<file path="config.mk">
export PLATFORM = sky130hd
export DESIGN_NAME = asrp_core
export DESIGN_NICKNAME = d
export VERILOG_FILES = /design/src/common/asrp_pkg.sv /design/src/rtl/asrp_pin_sync.sv /design/src/rtl/asrp_core.sv
export SDC_FILE = /design/constraint.sdc
export NUM_CORES = 1
export LEC_CHECK = 0
export BUFFER_PORTS_ARGS = -buffer_cell sky130_fd_sc_hd__buf_2
export CORE_MARGIN = 5
export CORE_UTILIZATION = 45
export CTS_BUF_LIST = sky130_fd_sc_hd__clkbuf_2
export DETAILED_ROUTE_END_ITERATION = 10
export GPL_ROUTABILITY_DRIVEN = 1
export PLACE_DENSITY_LB_ADDON = 0.15
export SLEW_MARGIN = 15
export SYNTH_ARGS = -nofsm -noshare
export SYNTH_HDL_FRONTEND = slang
export SYNTH_SLANG_ARGS = --single-unit
</file>
<file path="constraint.sdc">
create_clock -name pclk -period 1.6 [get_ports pclk]
set_input_delay 0.08 -clock pclk [delete_from_list [all_inputs] [get_ports pclk]]
set_output_delay 0.08 -clock pclk [all_outputs]
set_load 0.01 [all_outputs]
</file>
<file path="src/common/asrp_pkg.sv">
// Shared constants and carriers of the serial readout port.
// Assumes a 200 MHz pclk; APB byte addresses are word aligned.
package asrp_pkg;

    // ****************************************************************
    // Register map
    // ****************************************************************
    localparam logic [11:0] ADDR_CTRL = 12'h000;
    localparam logic [11:0] ADDR_STAT = 12'h004;
    localparam logic [11:0] ADDR_RESULT = 12'h008;
    localparam logic [11:0] ADDR_MODE = 12'h00C;
    localparam logic [11:0] ADDR_IRQ_STAT = 12'h010;
    localparam logic [11:0] ADDR_IRQ_EN = 12'h014;
    localparam logic [11:0] ADDR_IRQ_CLR = 12'h018;
    localparam logic [11:0] ADDR_SAMPLE = 12'h01C;

    // ****************************************************************
    // Fields and reset values
    // ****************************************************************
    localparam int CTRL_WIDE_BIT = 0;
    localparam int CTRL_FAULT_BIT = 1;
    localparam int STAT_READY_BIT = 7;
    localparam int STAT_FAULT_BIT = 6;
    localparam int STAT_ONE_BIT = 3;
    localparam int STAT_WL_BIT = 2;
    localparam logic [1:0] CTRL_RESET = 2'h0;
    localparam logic [7:0] MODE_RESET = 8'h00;
    localparam int IRQ_BITS = 3;
    localparam int IRQ_RESULT = 0;
    localparam int IRQ_READOUT = 1;
    localparam int IRQ_DROPPED = 2;

    // ****************************************************************
    // Serial framing
    // ****************************************************************
    localparam int RESULT_W = 24;
    localparam int NARROW_BITS = 16;
    localparam int WIDE_BITS = 24;
    localparam int CMD_BITS = 8;
    localparam logic [1:0] CMD_READ_STATUS = 2'h1;
    localparam logic [1:0] CMD_READ_MODE = 2'h2;
    localparam logic [1:0] CMD_WRITE_MODE = 2'h0;
    localparam logic [1:0] CMD_READ_DATA = 2'h3;

    typedef struct packed {
        logic cs_n;
        logic sclk;
        logic din;
    } asrp_pins_t;

    typedef struct packed {
        logic rise;
        logic fall;
        logic sel;
        logic din;
    } asrp_link_t;

endpackage : asrp_pkg

</file>
<file path="src/rtl/asrp_pin_sync.sv">
// Two-stage synchroniser for the host pins, with serial clock edges.
// Assumes pins are asynchronous to pclk.
`timescale 1ns/100ps
`default_nettype none
module asrp_pin_sync (
    // Clock and reset
    input wire logic pclk,
    input wire logic presetn,
    input wire logic clk_en,
    // Pins
    input wire asrp_pkg::asrp_pins_t pins,
    // Synchronised view
    output asrp_pkg::asrp_link_t link
);
    asrp_pkg::asrp_pins_t meta_reg;
    asrp_pkg::asrp_pins_t sync_reg;
    logic sclk_last_reg;

    always_ff @(posedge pclk or negedge presetn) begin
        if (!presetn) begin
            meta_reg <= 3'b110;
            sync_reg <= 3'b110;
            sclk_last_reg <= 1'b1;
        end else if (clk_en) begin
            meta_reg <= pins;
            sync_reg <= meta_reg;
            sclk_last_reg <= sync_reg.sclk;
        end
    end

    // One driver for the whole carrier struct
    assign link = '{
        rise: sync_reg.sclk & ~sclk_last_reg & clk_en,
        fall: ~sync_reg.sclk & sclk_last_reg & clk_en,
        sel: ~sync_reg.cs_n,
        din: sync_reg.din
    };
endmodule : asrp_pin_sync
`default_nettype wire

</file>
<file path="src/rtl/asrp_core.sv">
// Converter side of the serial readout port with APB access for results.
// Assumes APB master on pclk; host pins are asynchronous.
`timescale 1ns/100ps
`default_nettype none
// Overview of operation
// - Low chip select selects serial access
// - Bursty or continuous clock gives same data
// - Ready low while unread result held
// - Ready returns high after full word
// - Ready stays low when a new result replaces an unread one
// - Data and ready share one pin
// - Word length bit zero narrow, one wide
// - Read-only status reports ready and fault
module asrp_core (
    // Clock and reset
    input wire logic pclk,
    input wire logic presetn,
    input wire logic clk_en,
    // APB slave
    input wire logic psel,
    input wire logic penable,
    input wire logic pwrite,
    input wire logic [11:0] paddr,
    input wire logic [31:0] pwdata,
    output logic [31:0] prdata,
    output logic pready,
    output logic pslverr,
    // Serial pins
    input wire logic cs_n,
    input wire logic sclk,
    input wire logic din,
    output logic dout_ready,
    output logic dout_ready_oe,
    input wire logic ref_power_down,
    // Interrupt and status
    output logic irq,
    output logic ref_active
);
    // ****************************************************************
    // Pin synchronisation
    // ****************************************************************
    asrp_pkg::asrp_pins_t pins;
    asrp_pkg::asrp_link_t link;
    logic ref_power_down_meta_reg;
    logic ref_power_down_sync_reg;

    assign pins = '{cs_n: cs_n, sclk: sclk, din: din};

    asrp_pin_sync u_sync (
        .pclk(pclk),
        .presetn(presetn),
        .clk_en(clk_en),
        .pins(pins),
        .link(link)
    );

    always_ff @(posedge pclk or negedge presetn) begin
        if (!presetn) begin
            ref_power_down_meta_reg <= 1'b1;
            ref_power_down_sync_reg <= 1'b1;
        end else if (clk_en) begin
            ref_power_down_meta_reg <= ref_power_down;
            ref_power_down_sync_reg <= ref_power_down_meta_reg;
        end
    end

    // ****************************************************************
    // Register state
    // ****************************************************************
    logic [1:0] ctrl_reg;
    logic [7:0] mode_reg;
    logic [23:0] result_reg;
    logic [23:0] sample_reg;
    logic valid_reg;
    logic [2:0] irq_stat_reg;
    logic [2:0] irq_en_reg;
    logic [23:0] shift_reg;
    logic [4:0] count_reg;
    logic [7:0] cmd_reg;
    logic [1:0] cmd_kind_reg;
    logic wide;
    logic [4:0] word_bits;
    logic [7:0] status_byte;

    typedef enum logic [1:0] {ASRP_CMD, ASRP_OUT, ASRP_IN} asrp_state_t;
    asrp_state_t state_reg;
    asrp_state_t state_next;

    // ****************************************************************
    // APB decode
    // ****************************************************************
    logic apb_wr;
    logic apb_rd;
    logic hit_ctrl;
    logic hit_stat;
    logic hit_result;
    logic hit_mode;
    logic hit_istat;
    logic hit_ien;
    logic hit_iclr;
    logic hit_sample;
    logic hit_any;
    logic sample_load;

    assign apb_wr = psel & penable & pwrite & clk_en;
    assign apb_rd = psel & penable & ~pwrite & clk_en;
    assign hit_ctrl = paddr == asrp_pkg::ADDR_CTRL;
    assign hit_stat = paddr == asrp_pkg::ADDR_STAT;
    assign hit_result = paddr == asrp_pkg::ADDR_RESULT;
    assign hit_mode = paddr == asrp_pkg::ADDR_MODE;
    assign hit_istat = paddr == asrp_pkg::ADDR_IRQ_STAT;
    assign hit_ien = paddr == asrp_pkg::ADDR_IRQ_EN;
    assign hit_iclr = paddr == asrp_pkg::ADDR_IRQ_CLR;
    assign hit_sample = paddr == asrp_pkg::ADDR_SAMPLE;
    assign hit_any = hit_ctrl | hit_stat | hit_result | hit_mode | hit_istat | hit_ien
        | hit_iclr | hit_sample;
    assign sample_load = apb_wr & hit_sample;
    assign pready = 1'b1;
    assign pslverr = psel & penable & ~hit_any;

    assign wide = ctrl_reg[asrp_pkg::CTRL_WIDE_BIT];
    assign word_bits = wide ? 5'(asrp_pkg::WIDE_BITS) : 5'(asrp_pkg::NARROW_BITS);

    // Ready flag is active low in the status byte, as on the pin
    assign status_byte = {~valid_reg, ctrl_reg[asrp_pkg::CTRL_FAULT_BIT], 2'b00, 1'b1,
        wide, 2'b00};

    logic [31:0] rd_mux;
    assign rd_mux = hit_ctrl ? {30'h0, ctrl_reg}
        : hit_stat ? {24'h0, status_byte}
        : hit_result ? {8'h0, result_reg}
        : hit_mode ? {24'h0, mode_reg}
        : hit_istat ? {29'h0, irq_stat_reg}
        : hit_ien ? {29'h0, irq_en_reg}
        : hit_sample ? {8'h0, sample_reg}
        : 32'h0000_0000;

    always_ff @(posedge pclk or negedge presetn) begin
        if (!presetn) begin
            prdata <= 32'h0000_0000;
        end else if (clk_en && psel && !penable && !pwrite) begin
            prdata <= rd_mux;
        end
    end

    always_ff @(posedge pclk or negedge presetn) begin
        if (!presetn) begin
            ctrl_reg <= asrp_pkg::CTRL_RESET;
            irq_en_reg <= 3'h0;
            sample_reg <= 24'h0000;
        end else if (apb_wr) begin
            if (hit_ctrl) begin
                ctrl_reg <= pwdata[1:0];
            end
            if (hit_ien) begin
                irq_en_reg <= pwdata[2:0];
            end
            if (hit_sample) begin
                sample_reg <= pwdata[23:0];
            end
        end
    end

    // ****************************************************************
    // Serial engine
    // ****************************************************************
    logic word_done;
    logic cmd_done;
    logic in_done;
    logic readout_done;

    assign cmd_done = state_reg == ASRP_CMD && link.rise && count_reg == 5'(asrp_pkg::CMD_BITS - 1);
    assign in_done = state_reg == ASRP_IN && link.rise && count_reg == 5'(asrp_pkg::CMD_BITS - 1);
    assign word_done = state_reg == ASRP_OUT && link.rise
        && count_reg == (cmd_kind_reg == asrp_pkg::CMD_READ_DATA ? word_bits - 5'd1
        : 5'(asrp_pkg::CMD_BITS - 1));
    assign readout_done = word_done && cmd_kind_reg == asrp_pkg::CMD_READ_DATA;

    always_comb begin
        state_next = state_reg;
        case (state_reg)
            ASRP_CMD: begin
                if (cmd_done) begin
                    state_next = (cmd_reg[4:3] == asrp_pkg::CMD_WRITE_MODE) ? ASRP_IN : ASRP_OUT;
                end
            end
            ASRP_OUT: begin
                if (word_done) begin
                    state_next = ASRP_CMD;
                end
            end
            ASRP_IN: begin
                if (in_done) begin
                    state_next = ASRP_CMD;
                end
            end
            default: state_next = ASRP_CMD;
        endcase
    end

    logic [23:0] load_word;
    always_comb begin
        case (cmd_reg[4:3])
            asrp_pkg::CMD_READ_STATUS: load_word = {status_byte, 16'h0000};
            asrp_pkg::CMD_READ_MODE: load_word = {mode_reg, 16'h0000};
            asrp_pkg::CMD_READ_DATA: load_word = wide ? result_reg : {result_reg[15:0], 8'h00};
            default: load_word = 24'h0000;
        endcase
    end

    // Counting only serial edges makes stalls between bursts harmless
    always_ff @(posedge pclk or negedge presetn) begin
        if (!presetn) begin
            state_reg <= ASRP_CMD;
            count_reg <= 5'd0;
            cmd_reg <= 8'h00;
            cmd_kind_reg <= 2'h0;
            shift_reg <= 24'h0000;
            mode_reg <= asrp_pkg::MODE_RESET;
        end else if (clk_en) begin
            if (!link.sel) begin
                state_reg <= ASRP_CMD;
                count_reg <= 5'd0;
            end else if (link.rise) begin
                state_reg <= state_next;
                count_reg <= (state_next != state_reg) ? 5'd0 : count_reg + 5'd1;
                if (state_reg == ASRP_CMD) begin
                    cmd_reg <= {cmd_reg[6:0], link.din};
                    if (cmd_done) begin
                        cmd_kind_reg <= cmd_reg[4:3];
                        shift_reg <= load_word;
                    end
                end else if (state_reg == ASRP_OUT) begin
                    shift_reg <= {shift_reg[22:0], 1'b0};
                end else begin
                    shift_reg <= {shift_reg[22:0], link.din};
                    if (in_done) begin
                        mode_reg <= {shift_reg[6:0], link.din};
                    end
                end
            end
        end
    end

    // ****************************************************************
    // Result valid flag and shared pin
    // ****************************************************************
    // A new sample arms ready, also over an unread one; only a full word read clears it
    always_ff @(posedge pclk or negedge presetn) begin
        if (!presetn) begin
            valid_reg <= 1'b0;
            result_reg <= 24'h0000;
        end else if (clk_en) begin
            if (sample_load) begin
                result_reg <= pwdata[23:0];
                valid_reg <= 1'b1;
            end else if (readout_done) begin
                valid_reg <= 1'b0;
            end
        end
    end

    // Pin shows data bit while shifting a word, else the active-low ready flag
    assign dout_ready = (link.sel && state_reg == ASRP_OUT) ? shift_reg[23] : ~valid_reg;
    assign dout_ready_oe = link.sel;
    assign ref_active = ~ref_power_down_sync_reg;

    // ****************************************************************
    // Interrupts
    // ****************************************************************
    logic [2:0] irq_event;
    assign irq_event = {sample_load & valid_reg, readout_done, sample_load};

    genvar g;
    generate
        for (g = 0; g < asrp_pkg::IRQ_BITS; g++) begin : g_irq
            always_ff @(posedge pclk or negedge presetn) begin
                if (!presetn) begin
                    irq_stat_reg[g] <= 1'b0;
                end else if (clk_en) begin
                    if (irq_event[g]) begin
                        irq_stat_reg[g] <= 1'b1;
                    end else if (apb_wr && hit_iclr && pwdata[g]) begin
                        irq_stat_reg[g] <= 1'b0;
                    end
                end
            end
        end
    endgenerate

    assign irq = |(irq_stat_reg & irq_en_reg);
endmodule : asrp_core
`default_nettype wire

</file>
==> Word-level counts from Yosys, hierarchy flattened <==
Index checks and enable logic that the tools add are counted.
{ "word_totals": {"out_inout_bits": 38, "inputBits": 54, "reg_bits": 144} }
{ "op_classes": {"muxes": 33, "bitwise_logic": 23, "n_eq_ne": 17, "n_reduce_logical": 39, "n_addsub": 2} }
{ "ops": {"columns": ["op", "count"], "rows": [
  ["two-way mux 24 bit", 10],
  ["case mux 24 bit (3 select lines)", 1],
  ["== test 12 x 5 -> 1 bit, second input constant", 4],
  ["== test 12 x 4 -> 1 bit, second input constant", 2],
  ["two-way mux 5 bit", 4],
  ["AND reduction 2 bit", 9],
  ["logical AND 1 bit", 15],
  ["== test 12 x 3 -> 1 bit, second input constant", 1],
  ["zero test 12 bit", 1],
  ["two-way mux 2 bit", 6],
  ["two-way mux 1 bit", 10],
  ["nonzero test 2 bit", 5],
  ["AND 1 bit", 8],
  ["== test 2 bit, second input constant", 4],
  ["AND reduction 4 bit", 2],
  ["NOT 1 bit", 7],
  ["OR 1 bit", 7],
  ["case mux 2 bit (3 select lines)", 1],
  ["AND reduction 6 bit", 1],
  ["adder 5 x 1 -> 5 bit, second input constant", 1],
  ["== test 5 x 3 -> 1 bit, second input constant", 1],
  ["== test 5 bit", 1],
  ["AND reduction 5 bit", 1],
  ["subtractor 5 x 1 -> 5 bit, second input constant", 1],
  ["other kinds (8)", 11]
]} }

==> Logic depth before layout (Yosys ltp) <==
Gate-level depths: netlist (run 1).
{ "depth": {"word_depth": 11, "ltp_mapped": 9} }

==> Hierarchy <==
A second synthesis (run 1) with hierarchy kept.
{ "unflattened": {"cells_unflattened": 659, "area_unflattened_um2": 6398.6} }
{ "modules_own_cells": {"columns": ["module", "area_each_um2", "instances", "cells_per_inst"], "rows": [
  ["asrp_core", 6069.6, 1, 640],
  ["asrp_pin_sync", 329.1, 1, 19]
]} }

==> Least setup slack after synthesis (run 1) <==
No wires, ideal clock.
{ "synth_timing": {"path_kind": "reg-to-reg", "start": "register u_sync.sync_reg[1] (netlist bit)", "end": "register mode_reg[0]", "required_ns": 1.475, "setup_ns": 0.125, "stages_incl_launch_ff": 6, "synth_period_minus_slack_ns": 1.645, "setup_slack_ns": -0.045, "arrival_time_ns": 1.521, "path_cell_list": "dfstp_2 -> nor2b_1 -> nand3_1 -> nor2_1 -> nand3_1 -> mux2_2"} }
{ "synth_between": {"elab_chain_len": 5} }
{ "synth_rtl": {"columns": ["item", "line_no", "text"], "rows": [
  ["from (decl)", "asrp_pin_sync.sv:16", "asrp_pkg::asrp_pins_t sync_reg;"],
  ["from (signal assigned)", "asrp_pin_sync.sv:26", "sync_reg <= meta_reg;"],
  ["AND 1 bit (*) (2 in series)", "asrp_pin_sync.sv:33", "rise: sync_reg.sclk & ~sclk_last_reg & clk_en,"],
  ["logical AND 1 bit (2 in series)", "asrp_core.sv:173", "assign in_done = state_reg == ASRP_IN && link.rise && count_reg == 5'(asrp_pkg::CMD_BITS - 1);"],
  ["AND reduction 6 bit (no source line) (*)", null, null],
  ["to (signal assigned)", "asrp_core.sv:219", "mode_reg <= asrp_pkg::MODE_RESET;"],
  ["to (signal assigned)", "asrp_core.sv:238", "mode_reg <= {shift_reg[6:0], link.din};"],
  ["to (decl)", "asrp_core.sv:71", "logic [7:0] mode_reg;"]
]} }
Every way passes the cells marked *; elsewhere a longest branch is shown, timed or not.
A chain may end at the register's enable or synchronous reset.

==> Worst setup path in the final report (run 1) <==
{ "layout_timing": {"start": "register u_sync.sync_reg[2] (netlist bit)", "end": "output dout_ready"} }
{ "layout_between": {"elab_chain_len": 3} }
{ "layout_rtl": {"columns": ["item", "line_no", "text"], "rows": [
  ["NOT 1 bit (no source line)", null, null],
  ["logical AND 1 bit", "asrp_core.sv:264", "assign dout_ready = (link.sel && state_reg == ASRP_OUT) ? shift_reg[23] : ~valid_reg;"],
  ["two-way mux 1 bit", "asrp_core.sv:264", null],
  ["to (decl)", "asrp_core.sv:32", "output logic dout_ready,"]
]} }
No other way between the ends.

==> results of run 1 <==
## critical path, cell delays in order, from the launching register on
cell     delay, ns
dfstp_2       0.59
inv_2         0.04
buf_6         0.10
and2_4        0.13
o21ai_2       0.11
buf_2         0.14
## stage by stage
step | power [mW] | instances | utilization [%]
CTS | 6.72 | 999 | 58.2
global placement | 4.52 | 910 | 51.6
floorplan | 4.16 | 661 | -
detailed placement | 4.55 | 910 | 51.6
global route | 7.06 | 1003 | 59.3
finish | 6.70 | 1003 | 59.3
## area by class of cell
cell class / instances / area, um^2
fill: 1179 / 5670
sequential: 136 / 3410
multi-input combinational: 465 / 2900
timing repair buffer: 181 / 1470
tap: 180 / 225
clock inverter: 13 / 131
clock buffer: 19 / 95.1
inverter: 9 / 33.8
## report_power, final
| part | internal, mW | leakage, nW | total (mW) | switching (mW) |
|---|---|---|---|---|
| Combinational | 0.516 | 1.98 | 1.06 | 0.539 |
| Clock | 0.718 | 0.145 | 1.98 | 1.26 |
| Sequential | 3.57 | 1.86 | 3.66 | 0.0916 |
## worst paths after layout
kind / start / to / slack, ns
max in group asynchronous: presetn / sample_reg[4] / 0.81
min in group asynchronous: presetn / ref_power_down_sync_reg / 0.49
worst max register to register: u_sync.sync_reg[1] / mode_reg[7] / -0.22
worst min-delay path: paddr[9] / prdata[2] / -0.005
worst max-delay path: u_sync.sync_reg[2] / dout_ready / -0.31
worst min register to register: sample_reg[21] / sample_reg[21] / 0.50
## metal layers
layer | routed length, um | share of wire (%) | GRT usage [%] | vias up
li1 | - | - | - | 2569
met1 | 7470 | 44 | 28.4 | 2660
met2 | 8310 | 49 | 34.5 | 155
met3 | 920 | 5.4 | 5.11 | 26
met4 | 240 | 1.4 | 5.74 | 0
met5 | 0 | 0 | 0 | -
## repair_timing
| action | CTS | global route |
|---|---|---|
| gates resized for setup | 36 | 44 |
| pin swaps | 8 | 6 |
| buffers inserted | 11 | 3 |
| endpoints found under the hold margin | 231 | 7 |
| hold buffers | 46 | 1 |
| setup endpoints to repair | 40 | 51 |
## cell families (layout without fill, tap and decap cells)
logic type / after synthesis / after routing
flip-flops: 136 / 136
XOR/XNOR: 2 / 2
multiplexers: 49 / 49
buffers and inverters: 60 / 222
adder cells (fa/ha/maj): 1 / 1
AO/OA/AOI/OAI: 148 / 148
AND/OR/NAND/NOR: 256 / 256
other: 2 / 9
## cells in the final DEF, fill, tap and decap left out, types with 13 or more instances in the layout
| cell | instances |
|---|---|
| clkbuf_2 | 19 |
| buf_4 | 43 |
| dfrtp_1 | 129 |
| nand2_1 | 178 |
| a22oi_1 | 39 |
| buf_2 | 70 |
| dlygate4sd3_1 | 46 |
| a21oi_1 | 13 |
| o21ai_1 | 33 |
| mux2_2 | 39 |
| nor2_1 | 19 |
| o21ai_0 | 20 |
==> metrics.csv, run 1 <==
metric;value;unit
worstSetupPathType;register to primary output;
max_freq;522;MHz
synth_most_common_cell;nand2_1;
rsz0062_at_grt;true;
grt_usage;21.2;%
die_w;129;um
p_per_area;810;mW/mm^2
io_buffers;74;
synth_area_leaders;dfrtp_1 (50%), nand2_1 (11%), mux2_2 (6.9%);
synth.mux.area_fraction;8.43;%
hold_depth;6;
status;finished with violations;
violations;hold timing, setup timing;
async_reset_ff_share;100;%
synth_cells;654;
vias;5410;
period_minus_slack;1.91;ns
worst_pin_slew;0.541;ns
dieArea;0.0167;mm^2
synth_common_cells;nand2_1 (185), dfrtp_1 (129), a22oi_1 (39), mux2_2 (39), o21ai_0 (37);
yosysTopAreaCellShare;50.5;%
first_pass_iters;6;
synth.distinct_cells;56;
cp_max_fo;2;
synth-warning-count;0;
hold_ws;-0.00538;ns
synth-compound-area-share;15.2;%
wl_per_cell;16.9;um
ys_ff_latch;136;
synth_fa_ha_area_share;0.196;%
maxCapViolCount;0;
core_area;0.0139;mm^2
max_slew_margin;63.7;%
synth_area;0.00639;mm^2
htreeDepth;4;
yosysSeqAreaShare;53.4;%
grt_pass1_vias;5445;
postRouteAntennaNets;0;
io_pins;92;
finalSetupViolCount;27;
drt-initial-drc-count;356;
power_leakage;3.98;nW
end_kind;primary output;
fin_ws;-0.315;ns
initial_core_util;45.9;%
place_hpwl;11600;um
drt_wl_total;16900;um
clock_latency;0.72;ns
synth.avg_cell_area;9.78;um^2
cts_tree;yes;
place_ws;-0.217;ns
drt-vias-per-instance;5.39;
cp.required;1.52;ns
place_area;0.00719;mm^2
diodes;0;
syn_to_final_growth;29.3;%
yosys.area.top_type;dfrtp_1;
grt-ovfl-total;0;
clock-root-buffer;clkbuf_2;
synthXorXnorAreaFrac;0.274;%
nets;865;
worst_ep_arrival_time;1.83;ns
max-vdd-ir-drop;0.673;mV
place_congestion;0.870;
hold_path_class;primary input to register;
setup_tns;-3.69;ns
fin_area;0.00827;mm^2
antenna_found_initial;0;
drc;0;
die_h;129;um
synth_top_family_by_area;simple AND/OR/NAND/NOR gates;
drv_slew;0;
clock_sinks;136;
synth_ff_type;dfrtp_1;
fin_crit_sh;120;%
clock_path_buffers;2;
cts_buffers;17;
synthSimpleGateAreaFrac;17.6;%
clock-skew-final;0.0310;ns
drive_gt1_share;31.2;%
hold_viol_final;1;
grt_pass1_wl;27800;um
cp-start-kind;register;
synth_edf_count;0;
row_count;43;
grt_max_degree;51;
reg2reg_depth;5;
cts.clk_slew.worst_paths;0.21;ns
Note: power is estimated with default switching activity, not from simulation.
==> run 2, diff against run 1 <==
--- a/config.mk
+++ b/config.mk
@@ -6,11 +6,11 @@
 export NUM_CORES = 1
 export LEC_CHECK = 0
 export BUFFER_PORTS_ARGS = -buffer_cell sky130_fd_sc_hd__buf_2
-export CORE_MARGIN = 5
-export CORE_UTILIZATION = 45
+export CORE_UTILIZATION = 50
 export CTS_BUF_LIST = sky130_fd_sc_hd__clkbuf_2
 export DETAILED_ROUTE_END_ITERATION = 10
 export GPL_ROUTABILITY_DRIVEN = 1
+export MAX_ROUTING_LAYER = met4
 export PLACE_DENSITY_LB_ADDON = 0.15
 export SLEW_MARGIN = 15
 export SYNTH_ARGS = -nofsm -noshare
==> run 2 against run 1 <==
Against the previous run: the flow finishes with violations (setup timing); combinational power fell by 6%; critical endpoint unchanged; hold slack improved by 0.067 ns; final cell count down 0.90%; highest routed layer unchanged; via count increased by 3.3%; critical path type unchanged; largest power group unchanged.
==> metrics.csv, run 2 (synthesis results as in run 1) <==
metric;value;unit;change
die_h;115;um;-11%
drt_wl_total;18200;um;+7.2%
initial_core_util;52.2;%;+6.3 points
row_count;40;;-7.0%
nets;868;;+0.35%
place_ws;-0.0478;ns;+0.169 ns
clock_latency;0.74;ns;+0.02 ns
r2r_start;count_reg[1];;
worst_ep_arrival_time;1.84;ns;about the same
max_freq;521;MHz;-0.31%
htreeDepth;4;;unchanged
fin_area;0.00855;mm^2;+3.4%
finalSetupViolCount;29;;+7.4%
clock-skew-final;0.0327;ns;+0.00165 ns
hold_path_class;primary input to register;;
wl_per_cell;18.3;um;+8.2%
crit_chain;buf_6, nor2b_4, and2_4, o21ai_2, buf_2;;
hold_depth;6;;unchanged
io_buffers;74;;unchanged
reg2reg_depth;6;;+1
rrSetupSlack;-0.12;ns;+0.10 ns
cpPeakStageDelay;0.44;ns;-0.15 ns
crit_buf_inv;2;;-1
end_kind;primary output;;
grt_pass1_wl;26900;um;-3.4%
holdCritStartpoint;clk_en;;
io_pins;92;;unchanged
diodes;0;;unchanged
dieArea;0.0132;mm^2;-21%
p_per_area;814;mW/mm^2;+0.47%
fin_crit_sh;120;%;+0.38 points
hold_viol_final;0;;-1
violations;setup timing;;
clock-root-buffer;clkbuf_2;;
multiInputGateArea;0.00308;mm^2;+6.0%
p_total;6.96;mW;+3.9%
drc;0;;unchanged
vias;5589;;+3.3%
max-vdd-ir-drop;0.531;mV;-21%
clock_path_buffers;2;;unchanged
rsz0062_at_grt;true;;
drv_slew;0;;unchanged
cts_tree;yes;;
grt_max_degree;50;;-2.0%
min_delay_worst_endpoint;irq_stat_reg[1];;
final_util;69.7;%;+10 points
drt-initial-drc-count;521;;+46%
die_w;115;um;-11%
path_delay_family;flip-flops;;
status;finished with violations;;
place_congestion;0.868;;-0.20%
crit_slowest_cell;dfrtp_1;;
instances_no_fill;994;;-0.90%
r2r-end;mode_reg[6];;
worstSetupPathType;register to primary output;;
syn_to_final_growth;33.7;%;
drive_gt1_share;35.1;%;+3.9 points
dpl.cell_count;887;;-2.5%
fillCellCount;922;;-22%
core_area;0.0123;mm^2;-12%
place_area;0.00709;mm^2;-1.4%
power_leakage;4.11;nW;+3.3%
grt_usage;27.9;%;+6.8 points
max_slew_margin;66.2;%;+2.5 points
period_minus_slack;1.92;ns;+0.00603 ns
postRouteAntennaNets;0;;unchanged
cp.required;1.52;ns;about the same
seq_area;0.00341;mm^2;about the same
clock_sinks;136;;unchanged
cp_max_fo;2;;unchanged
antenna_found_initial;0;;unchanged
most-common-layout-cells;nand2_1 (165), dfrtp_1 (127), buf_2 (71), dlygate4sd3_1 (48), buf_4 (41);;
cts_buffers;17;;unchanged
cts.clk_slew.worst_paths;0.21;ns;about the same
worst_pin_slew;0.507;ns;-0.0335 ns
first_pass_iters;6;;unchanged
place_hpwl;11100;um;-4.2%
grt-ovfl-total;0;;unchanged
cp-start-kind;register;;
maxCapViolCount;0;;unchanged
grt_pass1_vias;5280;;-3.0%
final_common_cell;nand2_1;;
fin_ws;-0.321;ns;-0.00603 ns
drt-vias-per-instance;5.62;;+4.2%
-- run 2: cell count changes in the layout (fill, tap and decap cells not counted), sizes merged --
cell and change:
clkbuf +5, clkinv -3, buf -2, bufinv +2, dlygate4sd3 +2, clkinvlp -1
-- run 2: stage by stage --
step	TNS (ns)	hold slack [ns]
finish	-2.19	0.0614
global route	-5.20	0.0459
CTS	-2.05	0.00350
detailed placement	-0.657	0.0144
floorplan	0	-0.216
global placement	-0.109	0.00693
-- run 2: where the power goes --
part / switching (mW) / leakage, nW / internal [mW]
Sequential: 0.130 / 1.86 / 3.57
Combinational: 0.527 / 2.09 / 0.475
Clock: 1.22 / 0.164 / 1.03
-- run 2: worst reg2reg max path, cell delays in order, from the launching register on --
cell and delay (ns):
dfrtp_1 0.42, ha_2 0.22, nand2_4 0.07, nor3_4 0.25, buf_4 0.18, nand3_4 0.15
mux2_4 0.33
-- run 2: how the worst max path moves through the flow --
stage                                   from            end  depth (start not counted)
after detailed placement  u_sync.sync_reg[1]    mode_reg[5]                          5
after global routing            state_reg[1]     dout_ready                          6
after CTS                       state_reg[0]     dout_ready                          5
after floorplan                 state_reg[0]  shift_reg[22]                          8
final                           state_reg[0]     dout_ready                          5
after global placement    u_sync.sync_reg[1]    mode_reg[5]                          5
-- run 2: cell type report --
| class | count | share of cell area, % |
|---|---|---|
| multi-input cells | 465 | 36.0 |
| clock buffers | 21 | 1.23 |
| inverters | 9 | 0.395 |
| well taps | 168 | 2.46 |
| clock inverters | 11 | 1.81 |
| flip-flops and latches | 136 | 39.9 |
| repair buffers | 184 | 18.2 |
-- run 2: metal layers --
layer	vias to the layer above	global-route usage (%)	wire, um
li1	2572	-	-
met1	2774	34.6	7750
met2	205	44.8	9120
met3	38	6.38	844
met4	0	10.2	447
met5	-	-	0
-- run 2: what timing repair did --
item	CTS	global route
gates cloned	1	6
pin swaps	3	38
hold buffers	48	4
resized for setup	11	111
endpoints found under the setup margin	21	47
buffers inserted	5	17
hold endpoints to repair	228	28
